<file path="config.mk">
export PLATFORM = sky130hd
export DESIGN_NAME = pll_core_clock_control
export DESIGN_NICKNAME = d
export VERILOG_FILES = /design/src/common/pll_core_pkg.sv /design/src/design/clock_divider_core.sv /design/src/design/pll_core_clock_control.sv
export VERILOG_INCLUDE_DIRS = /design/src /design/src/common
export SDC_FILE = /design/constraint.sdc
export NUM_CORES = 1
export LEC_CHECK = 0
export BUFFER_PORTS_ARGS = -buffer_cell sky130_fd_sc_hd__buf_4
export CELL_PAD_IN_SITES_DETAIL_PLACEMENT = 0
export CELL_PAD_IN_SITES_GLOBAL_PLACEMENT = 1
export CORE_UTILIZATION = 30
export DETAILED_ROUTE_END_ITERATION = 6
export GPL_TIMING_DRIVEN = 0
export PLACE_DENSITY_LB_ADDON = 0.1
export SETUP_SLACK_MARGIN = 0.2
export SYNTH_ARGS = -nofsm -noshare
export SYNTH_HDL_FRONTEND = slang
export SYNTH_SLANG_ARGS = --single-unit
</file>
<file path="constraint.sdc">
create_clock -name clk -period 8.1 [get_ports clk]
set_input_delay 1.215 -clock clk [delete_from_list [all_inputs] [get_ports clk]]
set_output_delay 1.215 -clock clk [all_outputs]
set_load 0.1 [all_outputs]
</file>
<file path="src/common/pll_core_consts.svh">
// Constants of the core clock and power control block: offsets, fields, resets, timing.
// Assumes a 50 MHz system clock and a crystal input already synchronous to it.
//
// Overview of operation
// PLL locks to crystal, delivers 4.096 MHz reference.
// Divider field sets core clock to 4.096/2^n.
// Divider field resets to 010, core 1.024 MHz.
// Metering clock fixed at reference divided by five.
// Power control write needs prior unlock key 0xA7.
// Software writes key, then power control value.
// Lock loss resets MCU, sets surviving fault flag.
// Software acknowledges fault; device clears fault flag.
// Shutdown bit halts core only in mode 1.
// Serial edge wake from sleep sets wake flag.
// Supply source bit, 1 for main, resets 1.
// Supply health bit reads main supply adequacy.
// Software sets external reference enable when connected.
// Acknowledge bit 7 write clears fault flag.
// Each unlock serves one write, non-key write cancels; the code cancels only on a wrong key value or a power control write.
// Reserved bits read zero, ignore writes.
`ifndef PLL_CORE_CONSTS_SVH
`define PLL_CORE_CONSTS_SVH

// ----------------------------------------------------------------------------
// Clock rates and timing
// ----------------------------------------------------------------------------
`define CLK_FREQ_HZ        50000000
`define XTAL_FREQ_HZ       32768
`define REF_FREQ_HZ        4096000
`define METER_DIV          5
`define LOCK_NOM_CYC       (`CLK_FREQ_HZ / `XTAL_FREQ_HZ)
`define LOCK_TOL_CYC       16
`define LOCK_TIMEOUT_CYC   (2 * `LOCK_NOM_CYC)
`define LOCK_GOOD_PERIODS  4
`define FAULT_RST_CYC      16

// ----------------------------------------------------------------------------
// Register indices; byte address is four times the index
// ----------------------------------------------------------------------------
`define IDX_KEY            8'hC1
`define IDX_PWR            8'hC5
`define IDX_MSTART         8'hD8
`define IDX_PERIPHERAL_CONFIG_REG         8'hF4
`define IDX_IRQ_STAT       8'hE0
`define IDX_IRQ_EN         8'hE1
`define IDX_IRQ_CLR        8'hE2

// ----------------------------------------------------------------------------
// Field positions, key and reset values
// ----------------------------------------------------------------------------
`define UNLOCK_KEY         8'hA7
`define PWR_SHUTDOWN_BIT   4
`define PWR_DIV_RST        3'h2
`define PER_RX_WAKE_BIT    7
`define PER_SUPPLY_BIT     6
`define PER_VDD_OK_BIT     5
`define PER_FAULT_BIT      4
`define PER_EXTREF_BIT     2
`define SUPPLY_RST         1'h1
`define MSTART_ACK_BIT     7
`define IRQ_FAULT_BIT      0
`define IRQ_RX_BIT         1
`define IRQ_LOCK_BIT       2
`define IRQ_W              3

`endif

</file>
<file path="src/common/pll_core_pkg.sv">
// Types shared by the clock control block and its divider.
// Assumes the constants header is compiled alongside.
package pll_core_pkg;

    // Lock monitor states.
    typedef enum logic [1:0] {
        LOCK_SEARCH,
        LOCK_RUN,
        LOCK_RESET
    } lock_state_t;

    // Clock enable pulses produced from the reference.
    typedef struct packed {
        logic ref_en;
        logic core_en;
        logic meter_en;
    } clk_en_t;

    // Stored power control fields.
    typedef struct packed {
        logic       shutdown;
        logic [2:0] div;
    } power_ctrl_t;

endpackage

</file>
<file path="src/design/clock_divider_core.sv">
// Binary core clock divider and fixed metering divider on reference enables.
// Assumes ref_en is a one-cycle pulse at the reference rate.
`include "pll_core_consts.svh"

module clock_divider_core
    import pll_core_pkg::*;
#(
    parameter int DIV_W     = 3,
    parameter int METER_DIV = `METER_DIV
) (
    input  wire logic             clk,
    input  wire logic             rst,
    input  wire logic             ref_en,
    input  wire logic [DIV_W-1:0] core_divider_sel,
    output clk_en_t               en_q
);

    localparam int CW = (1 << DIV_W) - 1;
    localparam int MW = $clog2(METER_DIV);

    if (DIV_W < 1 || DIV_W > 4 || METER_DIV < 2) begin : g_chk
        $error("clock_divider_core: unsupported parameters");
    end

    // Last count of a divide by two to the power sel.
    function automatic logic [CW-1:0] div_limit(input logic [DIV_W-1:0] sel);
        div_limit = CW'((1 << sel) - 1);
    endfunction

    logic [CW-1:0] core_cnt_q;
    logic [MW-1:0] meter_cnt_q;

    // Wrap points of both dividers; the metering path ignores the selector.
    wire core_wrap  = core_cnt_q >= div_limit(core_divider_sel);
    wire meter_wrap = meter_cnt_q == MW'(METER_DIV - 1);

    // Counters advance on reference pulses only.
    always_ff @(posedge clk) begin
        if (rst) begin
            core_cnt_q  <= '0;
            meter_cnt_q <= '0;
            en_q        <= '0;
        end else begin
            if (ref_en) begin
                core_cnt_q  <= core_wrap ? '0 : core_cnt_q + 1'b1;
                meter_cnt_q <= meter_wrap ? '0 : meter_cnt_q + 1'b1;
            end
            en_q <= '{ref_en: ref_en, core_en: ref_en & core_wrap, meter_en: ref_en & meter_wrap};
        end
    end

    // Reference pulses counted since the last metering pulse, for checking.
    logic [3:0] ref_seen_q;
    always_ff @(posedge clk) begin
        if (rst || en_q.meter_en) begin
            ref_seen_q <= {3'h0, ref_en};
        end else if (ref_en) begin
            ref_seen_q <= ref_seen_q + 4'h1;
        end
    end
endmodule

</file>
<file path="src/design/pll_core_clock_control.sv">
// Clock and power control: crystal lock monitor, reference enable, core and
// metering dividers, key protected power control, fault and peripheral status.
// Assumes an Avalon-MM master with byte addresses and synchronous pin inputs.
//
// The Avalon-MM slave port was decided locally.
`include "pll_core_consts.svh"

module pll_core_clock_control
    import pll_core_pkg::*;
#(
    parameter int LOCK_TOL   = `LOCK_TOL_CYC,
    parameter int LOCK_GOOD  = `LOCK_GOOD_PERIODS,
    parameter int FAULT_RSTC = `FAULT_RST_CYC
) (
    input  wire logic        clk,
    input  wire logic        rst,
    input  wire logic        xtal_in,
    input  wire logic        low_power_mode_1,
    input  wire logic        sleep_mode_2,
    input  wire logic        serial_rx_edge,
    input  wire logic        main_supply_sel,
    input  wire logic        vdd_ok,
    input  wire logic [9:0]  avs_address,
    input  wire logic        avs_read,
    input  wire logic        avs_write,
    input  wire logic [31:0] avs_writedata,
    output logic      [31:0] avs_readdata,
    output logic             avs_waitrequest,
    output logic             irq,
    output logic             pll_locked,
    output logic             mcu_reset,
    output logic             core_halt,
    output logic             external_ref_enable,
    output logic             ref_clk_en,
    output logic             core_clk_en,
    output logic             meter_clk_en
);

    localparam int NOM_CYC = `LOCK_NOM_CYC;
    localparam int TMO_CYC = `LOCK_TIMEOUT_CYC;

    if (LOCK_TOL < 1 || LOCK_TOL >= NOM_CYC || LOCK_GOOD < 1 || LOCK_GOOD > 7
        || FAULT_RSTC < 1 || FAULT_RSTC > 31) begin : g_chk
        $error("pll_core_clock_control: unsupported parameters");
    end

    // ------------------------------------------------------------------------
    // Bus slave
    // ------------------------------------------------------------------------

    logic [31:0] rdata_q;
    logic        wait_q;

    // Word index of the request and its access strobes at the accepting edge.
    wire [7:0] idx      = avs_address[9:2];
    wire       wr_acc   = avs_write & ~wait_q;
    wire [7:0] wbyte    = avs_writedata[7:0];
    wire       wr_key   = wr_acc && idx == `IDX_KEY;
    wire       wr_pwr   = wr_acc && idx == `IDX_PWR;
    wire       wr_mst   = wr_acc && idx == `IDX_MSTART;
    wire       wr_per   = wr_acc && idx == `IDX_PERIPHERAL_CONFIG_REG;
    wire       wr_ien   = wr_acc && idx == `IDX_IRQ_EN;
    wire       wr_iclr  = wr_acc && idx == `IDX_IRQ_CLR;

    // Each request waits one cycle, then is answered at the next edge.
    always_ff @(posedge clk) begin
        if (rst) begin
            wait_q <= 1'b1;
        end else begin
            wait_q <= ~((avs_read | avs_write) & wait_q);
        end
    end

    // ------------------------------------------------------------------------
    // Lock monitor
    // ------------------------------------------------------------------------

    lock_state_t state_q;
    logic        xtal_q;
    logic [11:0] per_cnt_q;
    logic [2:0]  good_cnt_q;
    logic [4:0]  rst_cnt_q;

    // Period of the crystal measured in system clocks, checked against a window.
    wire xtal_rise = xtal_in & ~xtal_q;
    wire per_good  = per_cnt_q >= 12'(NOM_CYC - LOCK_TOL) && per_cnt_q <= 12'(NOM_CYC + LOCK_TOL);
    wire timeout   = per_cnt_q >= 12'(TMO_CYC);
    wire bad_per   = (xtal_rise & ~per_good) | timeout;
    wire lock_lost = state_q == LOCK_RUN && bad_per;
    wire lock_got  = state_q == LOCK_SEARCH && xtal_rise && per_good
                     && good_cnt_q == 3'(LOCK_GOOD - 1);

    // Period counter restarts on each rising crystal edge and on a timeout.
    always_ff @(posedge clk) begin
        if (rst) begin
            xtal_q    <= 1'b0;
            per_cnt_q <= '0;
        end else begin
            xtal_q    <= xtal_in;
            per_cnt_q <= (xtal_rise | timeout) ? 12'h000 : per_cnt_q + 12'h001;
        end
    end

    // Lock is declared after several good periods in a row and dropped on
    // any bad one; dropping it holds the MCU in reset for a fixed time.
    always_ff @(posedge clk) begin
        if (rst) begin
            state_q    <= LOCK_SEARCH;
            good_cnt_q <= '0;
            rst_cnt_q  <= '0;
        end else begin
            case (state_q)
                LOCK_SEARCH: begin
                    if (bad_per) begin
                        good_cnt_q <= '0;
                    end else if (lock_got) begin
                        state_q <= LOCK_RUN;
                    end else if (xtal_rise) begin
                        good_cnt_q <= good_cnt_q + 3'h1;
                    end
                end
                LOCK_RUN: begin
                    if (bad_per) begin
                        state_q    <= LOCK_RESET;
                        good_cnt_q <= '0;
                        rst_cnt_q  <= 5'(FAULT_RSTC - 1);
                    end
                end
                LOCK_RESET: begin
                    if (rst_cnt_q == 5'h00) begin
                        state_q <= LOCK_SEARCH;
                    end else begin
                        rst_cnt_q <= rst_cnt_q - 5'h01;
                    end
                end
                default: begin
                    state_q <= LOCK_SEARCH;
                end
            endcase
        end
    end

    // Lock and MCU reset outputs follow the monitor state.
    always_ff @(posedge clk) begin
        if (rst) begin
            pll_locked <= 1'b0;
            mcu_reset  <= 1'b0;
        end else begin
            pll_locked <= (state_q == LOCK_RUN && !bad_per) || lock_got;
            mcu_reset  <= lock_lost || (state_q == LOCK_RESET && rst_cnt_q != 5'h00);
        end
    end

    // ------------------------------------------------------------------------
    // Reference enable and dividers
    // ------------------------------------------------------------------------

    logic [31:0] acc_q;
    logic        ref_pulse;

    // Fractional accumulator gives 4.096 MHz average pulses from 50 MHz.
    wire [31:0] acc_sum  = acc_q + 32'(`REF_FREQ_HZ);
    wire        acc_wrap = acc_sum >= 32'(`CLK_FREQ_HZ);

    // The reference only runs while the crystal is locked.
    always_ff @(posedge clk) begin
        if (rst || !pll_locked) begin
            acc_q     <= '0;
            ref_pulse <= 1'b0;
        end else begin
            acc_q     <= acc_wrap ? acc_sum - 32'(`CLK_FREQ_HZ) : acc_sum;
            ref_pulse <= acc_wrap;
        end
    end

    power_ctrl_t pwr_q;
    clk_en_t     en;

    // Core and metering dividers; the selector never reaches the metering path.
    clock_divider_core #(
        .DIV_W     (3),
        .METER_DIV (`METER_DIV)
    ) u_div (
        .clk              (clk),
        .rst              (rst),
        .ref_en           (ref_pulse),
        .core_divider_sel (pwr_q.div),
        .en_q             (en)
    );

    assign ref_clk_en   = en.ref_en;
    assign core_clk_en  = en.core_en;
    assign meter_clk_en = en.meter_en;

    // ------------------------------------------------------------------------
    // Power control and unlock key
    // ------------------------------------------------------------------------

    logic unlock_q;

    // The key arms one write; the power control write or a wrong key disarms.
    always_ff @(posedge clk) begin
        if (rst || mcu_reset) begin
            unlock_q <= 1'b0;
        end else if (wr_key) begin
            unlock_q <= wbyte == `UNLOCK_KEY;
        end else if (wr_pwr) begin
            unlock_q <= 1'b0;
        end
    end

    // Power control takes a value only while unlocked; reserved bits drop.
    always_ff @(posedge clk) begin
        if (rst || mcu_reset) begin
            pwr_q <= '{shutdown: 1'b0, div: `PWR_DIV_RST};
        end else if (wr_pwr && unlock_q) begin
            pwr_q <= '{shutdown: wbyte[`PWR_SHUTDOWN_BIT], div: wbyte[2:0]};
        end
    end

    // The core halts only while the shutdown bit meets low power mode 1.
    always_ff @(posedge clk) begin
        if (rst) begin
            core_halt <= 1'b0;
        end else begin
            core_halt <= pwr_q.shutdown & low_power_mode_1;
        end
    end

    // ------------------------------------------------------------------------
    // Peripheral configuration and status
    // ------------------------------------------------------------------------

    logic fault_q;
    logic rx_wake_q;
    logic supply_q;
    logic vdd_ok_q;

    // Fault set wins over the acknowledge; MCU reset leaves the flag alone.
    wire fault_ack = wr_mst & wbyte[`MSTART_ACK_BIT];
    wire rx_event  = serial_rx_edge & sleep_mode_2;
    wire rx_clr    = wr_per & ~wbyte[`PER_RX_WAKE_BIT];

    // Sticky fault and wake flags.
    always_ff @(posedge clk) begin
        if (rst) begin
            fault_q   <= 1'b0;
            rx_wake_q <= 1'b0;
        end else begin
            fault_q   <= lock_lost | (fault_q & ~fault_ack);
            rx_wake_q <= rx_event | (rx_wake_q & ~rx_clr);
        end
    end

    // Supply status bits sample their inputs every cycle.
    always_ff @(posedge clk) begin
        if (rst) begin
            supply_q <= `SUPPLY_RST;
            vdd_ok_q <= 1'b0;
        end else begin
            supply_q <= main_supply_sel;
            vdd_ok_q <= vdd_ok;
        end
    end

    // External reference enable is a plain software bit.
    always_ff @(posedge clk) begin
        if (rst) begin
            external_ref_enable <= 1'b0;
        end else if (wr_per) begin
            external_ref_enable <= wbyte[`PER_EXTREF_BIT];
        end
    end

    // ------------------------------------------------------------------------
    // Interrupts
    // ------------------------------------------------------------------------

    logic [`IRQ_W-1:0] irq_stat_q;
    logic [`IRQ_W-1:0] irq_en_q;

    // Events that set sticky status bits.
    wire [`IRQ_W-1:0] irq_evt = {lock_got, rx_event, lock_lost};
    wire [`IRQ_W-1:0] irq_clr = wr_iclr ? avs_writedata[`IRQ_W-1:0] : '0;

    // A set in the same cycle as its clear wins.
    always_ff @(posedge clk) begin
        if (rst) begin
            irq_stat_q <= '0;
            irq_en_q   <= '0;
            irq        <= 1'b0;
        end else begin
            irq_stat_q <= irq_evt | (irq_stat_q & ~irq_clr);
            if (wr_ien) begin
                irq_en_q <= avs_writedata[`IRQ_W-1:0];
            end
            irq <= |(irq_stat_q & irq_en_q);
        end
    end

    // ------------------------------------------------------------------------
    // Read data
    // ------------------------------------------------------------------------

    // Peripheral register image; bits 3, 1 and 0 read zero.
    wire [7:0] per_img = {rx_wake_q, supply_q, vdd_ok_q, fault_q,
                          1'b0, external_ref_enable, 2'b00};
    wire [7:0] pwr_img = {3'b000, pwr_q.shutdown, 1'b0, pwr_q.div};
    wire [7:0] rd_byte = idx == `IDX_PWR      ? pwr_img :
                         idx == `IDX_PERIPHERAL_CONFIG_REG   ? per_img :
                         idx == `IDX_IRQ_STAT ? {5'h00, irq_stat_q} :
                         idx == `IDX_IRQ_EN   ? {5'h00, irq_en_q} : 8'h00;

    // Read data is loaded while the request waits, standing at the answer.
    always_ff @(posedge clk) begin
        if (rst) begin
            rdata_q <= '0;
        end else if (avs_read && wait_q) begin
            rdata_q <= {24'h000000, rd_byte};
        end
    end

    assign avs_readdata    = rdata_q;
    assign avs_waitrequest = wait_q;
endmodule

</file>
# Word-level counts from Yosys, hierarchy flattened
# Cells that the tools add are included.
# W data, S select, Z words.
# classes
add_sub_neg,8
n_lt_le_gt_ge,5
eq_ne,19
shift,1
mux,23
bitwise,28
reduce_logical,32
# op_table
op,count
$eq A8 B8 Y1 const B,8
$add A32 B22 Y32 const B,1
$ge A32 B26 Y1 const B,1
$mux W32,1
$sub A32 B26 Y32 const B,1
$mux W3,8
$mux W8,2
$logic_and A1 B1 Y1,15
$add A12 B1 Y12 const B,1
$and A1 B1 Y1,12
$ge A12 B11 Y1 const B,1
$ge A12 B12 Y1 const B,1
$le A12 B11 Y1 const B,1
$mux W5,2
$ne A2 B2 Y1 const B,5
$pmux W5 S2,1
$mux W2,4
$reduce_and A4 Y1,2
$add A7 B1 Y7 const B,1
$ge A7 B7 Y1,1
$mux W7,1
$not A1 Y1,7
$shl A1 B3 Y7 const A,1
$sub A7 B2 Y7 const B,1
23 further kinds,37
# totals
ff_bits,98
input_bits,52
out_inout_bits,41

# Logic depth before layout (Yosys ltp)
# logic_depth
ltp_word,8
depth_mapped,13
ltp_nobuf,10

# Hierarchy
# From an unflattened synthesis, not the netlist that was laid out.
# unflattened
hier_cells,601
area_unflattened_um2,5109.9
# modules_own_cells
mod,n_inst,cells_each,area_per_inst_um2,seq_area_each_um2
pll_core_clock_control,1,522,4379.2,1541.5
clock_divider_core,1,79,730.7,260.2

# Worst setup path before layout
# No wires, ideal clock.
# synth_timing
path_type,register -> register
startpoint,register acc_q[16]
endpoint,register acc_q[25]
arrival_time_ps,2723
required_ps,7972
slack_ps,5249
stages_incl_launch_ff,14
path_buffers,4
path_cell_list,dfxtp_1 > ha_1 > buf_2 > or3_1 > buf_6 > o211ai_2 > o2bb2ai_2 > a31oi_2 > or4_4 > buf_6 > buf_8 > o21ai_1 > xor2_1 > nor2_1
# synth_between
elab_chain_cells,3
word_cells_on_any_way,4
classes_between,add/sub (2); order compare (1); mux (1)
# synth_rtl
element,line_no,rtl
from (decl),pll_core_clock_control.sv:158,logic [31:0] acc_q;
from (signal assigned),pll_core_clock_control.sv:171,acc_q <= acc_wrap ? acc_sum - 32'(`CLK_FREQ_HZ) : acc_sum;
$add A32 B22 Y32 *,pll_core_clock_control.sv:162,wire [31:0] acc_sum = acc_q + 32'(`REF_FREQ_HZ);
$sub A32 B26 Y32 or $ge A32 B26 Y1 (tied branches),"pll_core_clock_control.sv:171, pll_core_clock_control.sv:163",
$mux W32 *,pll_core_clock_control.sv:171,
# Mark *: on every way between the ends. The rest lies on a longest branch, timed or not.
# A chain may end at the register's enable or synchronous reset.

# Final worst setup path
# layout_timing
startpoint,register acc_q[16]
endpoint,register acc_q[8]
# layout_between
elab_chain_cells,3
# layout_rtl
element,line_no,rtl
$add A32 B22 Y32,pll_core_clock_control.sv:162,
$ge A32 B26 Y1,pll_core_clock_control.sv:163,wire acc_wrap = acc_sum >= 32'(`CLK_FREQ_HZ);
$mux W32,pll_core_clock_control.sv:171,
# Every way passes these cells.

==> impl_metrics.xml <==
<?xml version="1.0" encoding="UTF-8"?>
<metrics>
  <group name="timing">
    <metric name="tightestPinTransition" unit="ns">1.077</metric>
    <metric name="setup_viol_count_final" unit="">0</metric>
    <metric name="slew_viol_final" unit="">0</metric>
    <metric name="report.final.hold_viol_count" unit="">0</metric>
    <metric name="maxSlewHeadroom" unit="%">27.69</metric>
    <metric name="post-route-worst-setup-slack" unit="ns">4.802</metric>
    <metric name="rsz0062_at_grt" unit="">no</metric>
    <metric name="timing.final.crit_period" unit="ns">3.298</metric>
    <metric name="final.setup_skew" unit="ns">0.008469</metric>
    <metric name="timing.fmax" unit="MHz">303.2</metric>
    <metric name="tns" unit="ns">0</metric>
    <metric name="fin_hold_ws" unit="ns">0.4512</metric>
    <metric name="final_min_period_over_clock_period" unit="%">40.71</metric>
  </group>
  <group name="power_and_ir_drop">
    <metric name="cell_internal_pwr" unit="mW">0.6908</metric>
    <metric name="p_per_area" unit="mW/mm^2">158.6</metric>
    <metric name="leakage" unit="nW">2.404</metric>
    <metric name="sw_pwr" unit="mW">0.2749</metric>
    <metric name="share_seq_of_total_power" unit="%">46.6</metric>
    <metric name="post-layout-total-power" unit="mW">0.9658</metric>
    <metric name="irDropWorstVdd" unit="mV">0.09423</metric>
    <metric name="switching_share_of_power" unit="%">28.47</metric>
    <metric name="share_comb_of_total_power" unit="%">11.5</metric>
    <metric name="clock_power_share" unit="%">41.9</metric>
  </group>
  <group name="route">
    <metric name="drt-pass1-iter-count" unit="">5</metric>
    <metric name="detailedRoute.firstIterationViolations" unit="">277</metric>
    <metric name="drc" unit="">0</metric>
    <metric name="average_detailed_routed_wire_length_per_instance" unit="um">14.06</metric>
    <metric name="routed-via-count" unit="">4393</metric>
    <metric name="drt-total-wl" unit="um">12850</metric>
    <metric name="route.antenna.remaining_nets" unit="">0</metric>
    <metric name="detail_route.vias_per_cell" unit="">4.806</metric>
  </group>
  <group name="clock_network">
    <metric name="cts.clk_slew.worst_paths" unit="ns">0.07</metric>
    <metric name="cts_tree" unit="">yes</metric>
    <metric name="clock_sink_count" unit="">90</metric>
    <metric name="post-cts-setup-buffer-count" unit="">0</metric>
    <metric name="clk-insertion-delay-late" unit="ns">0.35</metric>
    <metric name="cts_max_level" unit="">3</metric>
    <metric name="inserted_clock_buffers" unit="">9</metric>
    <metric name="clk_path_buf_depth" unit="">2</metric>
    <metric name="cts-resized-gates" unit="">0</metric>
    <metric name="ctsRootBufferMaster" unit="">sky130_fd_sc_hd__clkbuf_16</metric>
    <metric name="ctsHoldBuffers" unit="">0</metric>
  </group>
  <group name="global_routing">
    <metric name="grt.busiest_layer" unit="">met2</metric>
    <metric name="wire_length_of_the_first_global_routing_pass" unit="um">21100</metric>
    <metric name="gr-usage-met3" unit="%">3.372</metric>
    <metric name="groute.layer.met2.usage" unit="%">23.79</metric>
    <metric name="met1_usage" unit="%">20.53</metric>
    <metric name="grt_max_degree" unit="">16</metric>
    <metric name="antenna_found_initial" unit="">0</metric>
    <metric name="grt_pass1_vias" unit="">4167</metric>
    <metric name="grt_use_total" unit="%">15.20</metric>
    <metric name="global_route.overflow_total" unit="">0</metric>
  </group>
  <group name="placement">
    <metric name="gpl.final_weighted_congestion" unit="">0.8123</metric>
    <metric name="dp_worst_setup_slack" unit="ns">4.809</metric>
    <metric name="port-buffer-count" unit="">41</metric>
    <metric name="dp_hpwl" unit="um">9501</metric>
  </group>
  <group name="logic_synthesis">
    <metric name="avgSynthCellArea" unit="sq um">8.381</metric>
    <metric name="yosys.area_share.adder" unit="%">5.358</metric>
    <metric name="postSynth.asyncResetShare" unit="%">0</metric>
    <metric name="synthesis.area" unit="sq mm">0.005137</metric>
    <metric name="yosys_warn_count" unit="">0</metric>
    <metric name="synth_simple_gate_area_share" unit="%">22.99</metric>
    <metric name="synth_flop_cell" unit="">sky130_fd_sc_hd__dfxtp_1</metric>
    <metric name="ys_types" unit="">67</metric>
    <metric name="post_synth_xor_area_fraction" unit="%">9.036</metric>
    <metric name="postSynthCellCount" unit="">613</metric>
    <metric name="synth_top_family_by_area" unit="">simple AND/OR/NAND/NOR gates</metric>
    <metric name="synth-edff-count" unit="">0</metric>
    <metric name="fraction_of_synthesized_area_in_multiplexers" unit="%">2.557</metric>
    <metric name="synth-seq-area-share" unit="%">35.07</metric>
    <metric name="synth_compound_gate_area_share" unit="%">16.61</metric>
    <metric name="ys_seq_elements" unit="">90</metric>
  </group>
  <group name="worst_setup_path">
    <metric name="r2r_setup_slack" unit="ns">4.80</metric>
    <metric name="cp_data_required_time" unit="ns">8.32</metric>
    <metric name="critical_path_peak_fanout" unit="">10</metric>
    <metric name="critical_path_source_type" unit="">flip-flop</metric>
    <metric name="r2r_start" unit="">acc_q[16]</metric>
    <metric name="crit_path_end_kind" unit="">flip-flop</metric>
    <metric name="critPathArrivalTime" unit="ns">3.51</metric>
    <metric name="timing.critical_path.from" unit="">acc_q[16]</metric>
    <metric name="critPathKind" unit="">reg2reg</metric>
  </group>
  <group name="floorplan">
    <metric name="rows" unit="">47</metric>
    <metric name="die_h" unit="um">132.9</metric>
    <metric name="die_w" unit="um">132.9</metric>
    <metric name="initial_cell_density_of_the_core" unit="%">30.87</metric>
    <metric name="i_o_pins" unit="">93</metric>
    <metric name="fp.dieArea" unit="sq mm">0.01765</metric>
    <metric name="core_area" unit="sq mm">0.01664</metric>
  </group>
  <group name="job">
    <metric name="cap_viol_max_count" unit="">0</metric>
  </group>
  <group name="run_status">
    <metric name="run_status" unit="">finished clean</metric>
  </group>
  <group name="finish">
    <metric name="n_antenna_cell" unit="">0</metric>
    <metric name="final_net_count" unit="">763</metric>
    <metric name="finalCoreUtilization" unit="%">36.60</metric>
    <metric name="final_layout_size_suffix_gt1_share" unit="%">17.15</metric>
    <metric name="flow.area_growth_from_synthesis" unit="%">18.56</metric>
  </group>
  <group name="hold_path">
    <metric name="hold_path.startpoint" unit="">avs_waitrequest</metric>
    <metric name="timing.hold.worst.class" unit="">reg2reg</metric>
  </group>
</metrics>
## registers in the layout, indices dropped and copies added (netlist names), 2 cells and up
| register | cells |
|---|---|
| acc_q | 25 |
| per_cnt_q | 12 |
| avs_readdata | 7 |
| u_div.core_cnt_q | 7 |
| rst_cnt_q | 5 |
| pwr_img | 4 |
| good_cnt_q | 3 |
| irq_en_q | 3 |
| irq_stat_q | 3 |
| u_div.en_q | 3 |
| u_div.meter_cnt_q | 3 |
| state_q | 2 |
## per-stage QoR
step	area, sq um	cells
finish	6091	914
global route	6091	914
CTS	6091	914
global placement	5811	898
floorplan	5228	637
detailed placement	5811	898
## cell families after synthesis
logic type	Yosys count
other	1
AOI/OAI and AO/OA	120
xor gates and xnor gates	53
and+or+nand+nor	238
buffers and inverters	76
muxes	13
adders and majority gates	22
DFF	90
## layout by cell type (no fill, tap or decap), types with 5 or more instances in the layout
master / n
sky130_fd_sc_hd__clkbuf_16: 9
sky130_fd_sc_hd__buf_2: 7
sky130_fd_sc_hd__inv_1: 26
sky130_fd_sc_hd__a21o_1: 10
sky130_fd_sc_hd__xor2_1: 27
sky130_fd_sc_hd__a22oi_1: 7
sky130_fd_sc_hd__nand2_1: 40
sky130_fd_sc_hd__mux2i_1: 12
sky130_fd_sc_hd__a21oi_1: 25
sky130_fd_sc_hd__or3_1: 9
sky130_fd_sc_hd__nor2_1: 82
sky130_fd_sc_hd__nand4_1: 15
sky130_fd_sc_hd__nor2b_1: 9
sky130_fd_sc_hd__nor4_1: 9
sky130_fd_sc_hd__ha_1: 22
sky130_fd_sc_hd__a211oi_1: 11
sky130_fd_sc_hd__xnor2_1: 26
sky130_fd_sc_hd__clkbuf_1: 12
sky130_fd_sc_hd__buf_4: 67
sky130_fd_sc_hd__nand2b_1: 9
sky130_fd_sc_hd__conb_1: 25
sky130_fd_sc_hd__nor3_1: 21
sky130_fd_sc_hd__and3_1: 6
sky130_fd_sc_hd__dfxtp_1: 90
sky130_fd_sc_hd__o21ai_2: 5
sky130_fd_sc_hd__o211ai_1: 6
sky130_fd_sc_hd__o21ai_0: 22
sky130_fd_sc_hd__nand3_1: 15
## synthesized netlist by cell type (10+ instances only)
library cell | instances | area, sq um
sky130_fd_sc_hd__inv_1 | 26 | 97.59
sky130_fd_sc_hd__nand2_1 | 40 | 150.1
sky130_fd_sc_hd__a21o_1 | 10 | 75.07
sky130_fd_sc_hd__nor2_1 | 82 | 307.8
sky130_fd_sc_hd__nand3_1 | 15 | 75.07
sky130_fd_sc_hd__mux2i_1 | 12 | 120.1
sky130_fd_sc_hd__a21oi_1 | 25 | 125.1
sky130_fd_sc_hd__ha_1 | 22 | 275.3
sky130_fd_sc_hd__xor2_1 | 27 | 236.5
sky130_fd_sc_hd__xnor2_1 | 26 | 227.7
sky130_fd_sc_hd__buf_4 | 26 | 195.2
sky130_fd_sc_hd__nor3_1 | 21 | 105.1
sky130_fd_sc_hd__nand4_1 | 15 | 93.84
sky130_fd_sc_hd__a211oi_1 | 11 | 82.58
sky130_fd_sc_hd__clkbuf_1 | 11 | 41.29
sky130_fd_sc_hd__o21ai_0 | 22 | 110.1
sky130_fd_sc_hd__dfxtp_1 | 90 | 1802
## power groups by stage
stage          registers [mW]  logic, mW  clock network, mW
2_1_floorplan           0.472     0.0771                  0
3_3_place_gp            0.460      0.111                  0
3_5_place_dp            0.461      0.112                  0
4_1_cts                 0.450      0.112              0.421
5_1_grt                 0.451      0.117              0.442
6_report                0.450      0.111              0.404
## cell type report
class | instances | area [sq um]
fill | 1741 | 10550
multi-input combinational | 471 | 2999
sequential | 90 | 1802
buffer | 50 | 329.1
timing repair buffer | 41 | 307.8
tap | 220 | 275.3
clock buffer | 11 | 242.7
inverter | 26 | 97.59
clock inverter | 5 | 37.54
## path summary, 6_finish.rpt
| check | depth (start not counted) | end |
|---|---|---|
| hold / removal | 1 | avs_waitrequest |
| setup / recovery | 11 | acc_q[8] |
| setup reg to reg | 11 | acc_q[8] |
| hold reg to reg | 1 | avs_waitrequest |
## critical path: stages (launching register included)
cell and delay (ns):
sky130_fd_sc_hd__dfxtp_1 0.50, sky130_fd_sc_hd__ha_1 0.20, sky130_fd_sc_hd__buf_2 0.21, sky130_fd_sc_hd__xnor2_1 0.18, sky130_fd_sc_hd__and2_1 0.20, sky130_fd_sc_hd__a311oi_1 0.86
sky130_fd_sc_hd__a21o_1 0.18, sky130_fd_sc_hd__a21oi_2 0.11, sky130_fd_sc_hd__buf_2 0.21, sky130_fd_sc_hd__nor2_1 0.29, sky130_fd_sc_hd__or2_2 0.17, sky130_fd_sc_hd__a21oi_1 0.05
## metal layers
layer  vias up  share of wire, %
li1       2260                 -
met2        69                45
met1      2051                50
met4         0               1.5
met3        13               3.4
met5         -                 0
(Power assumes the default switching activity.)
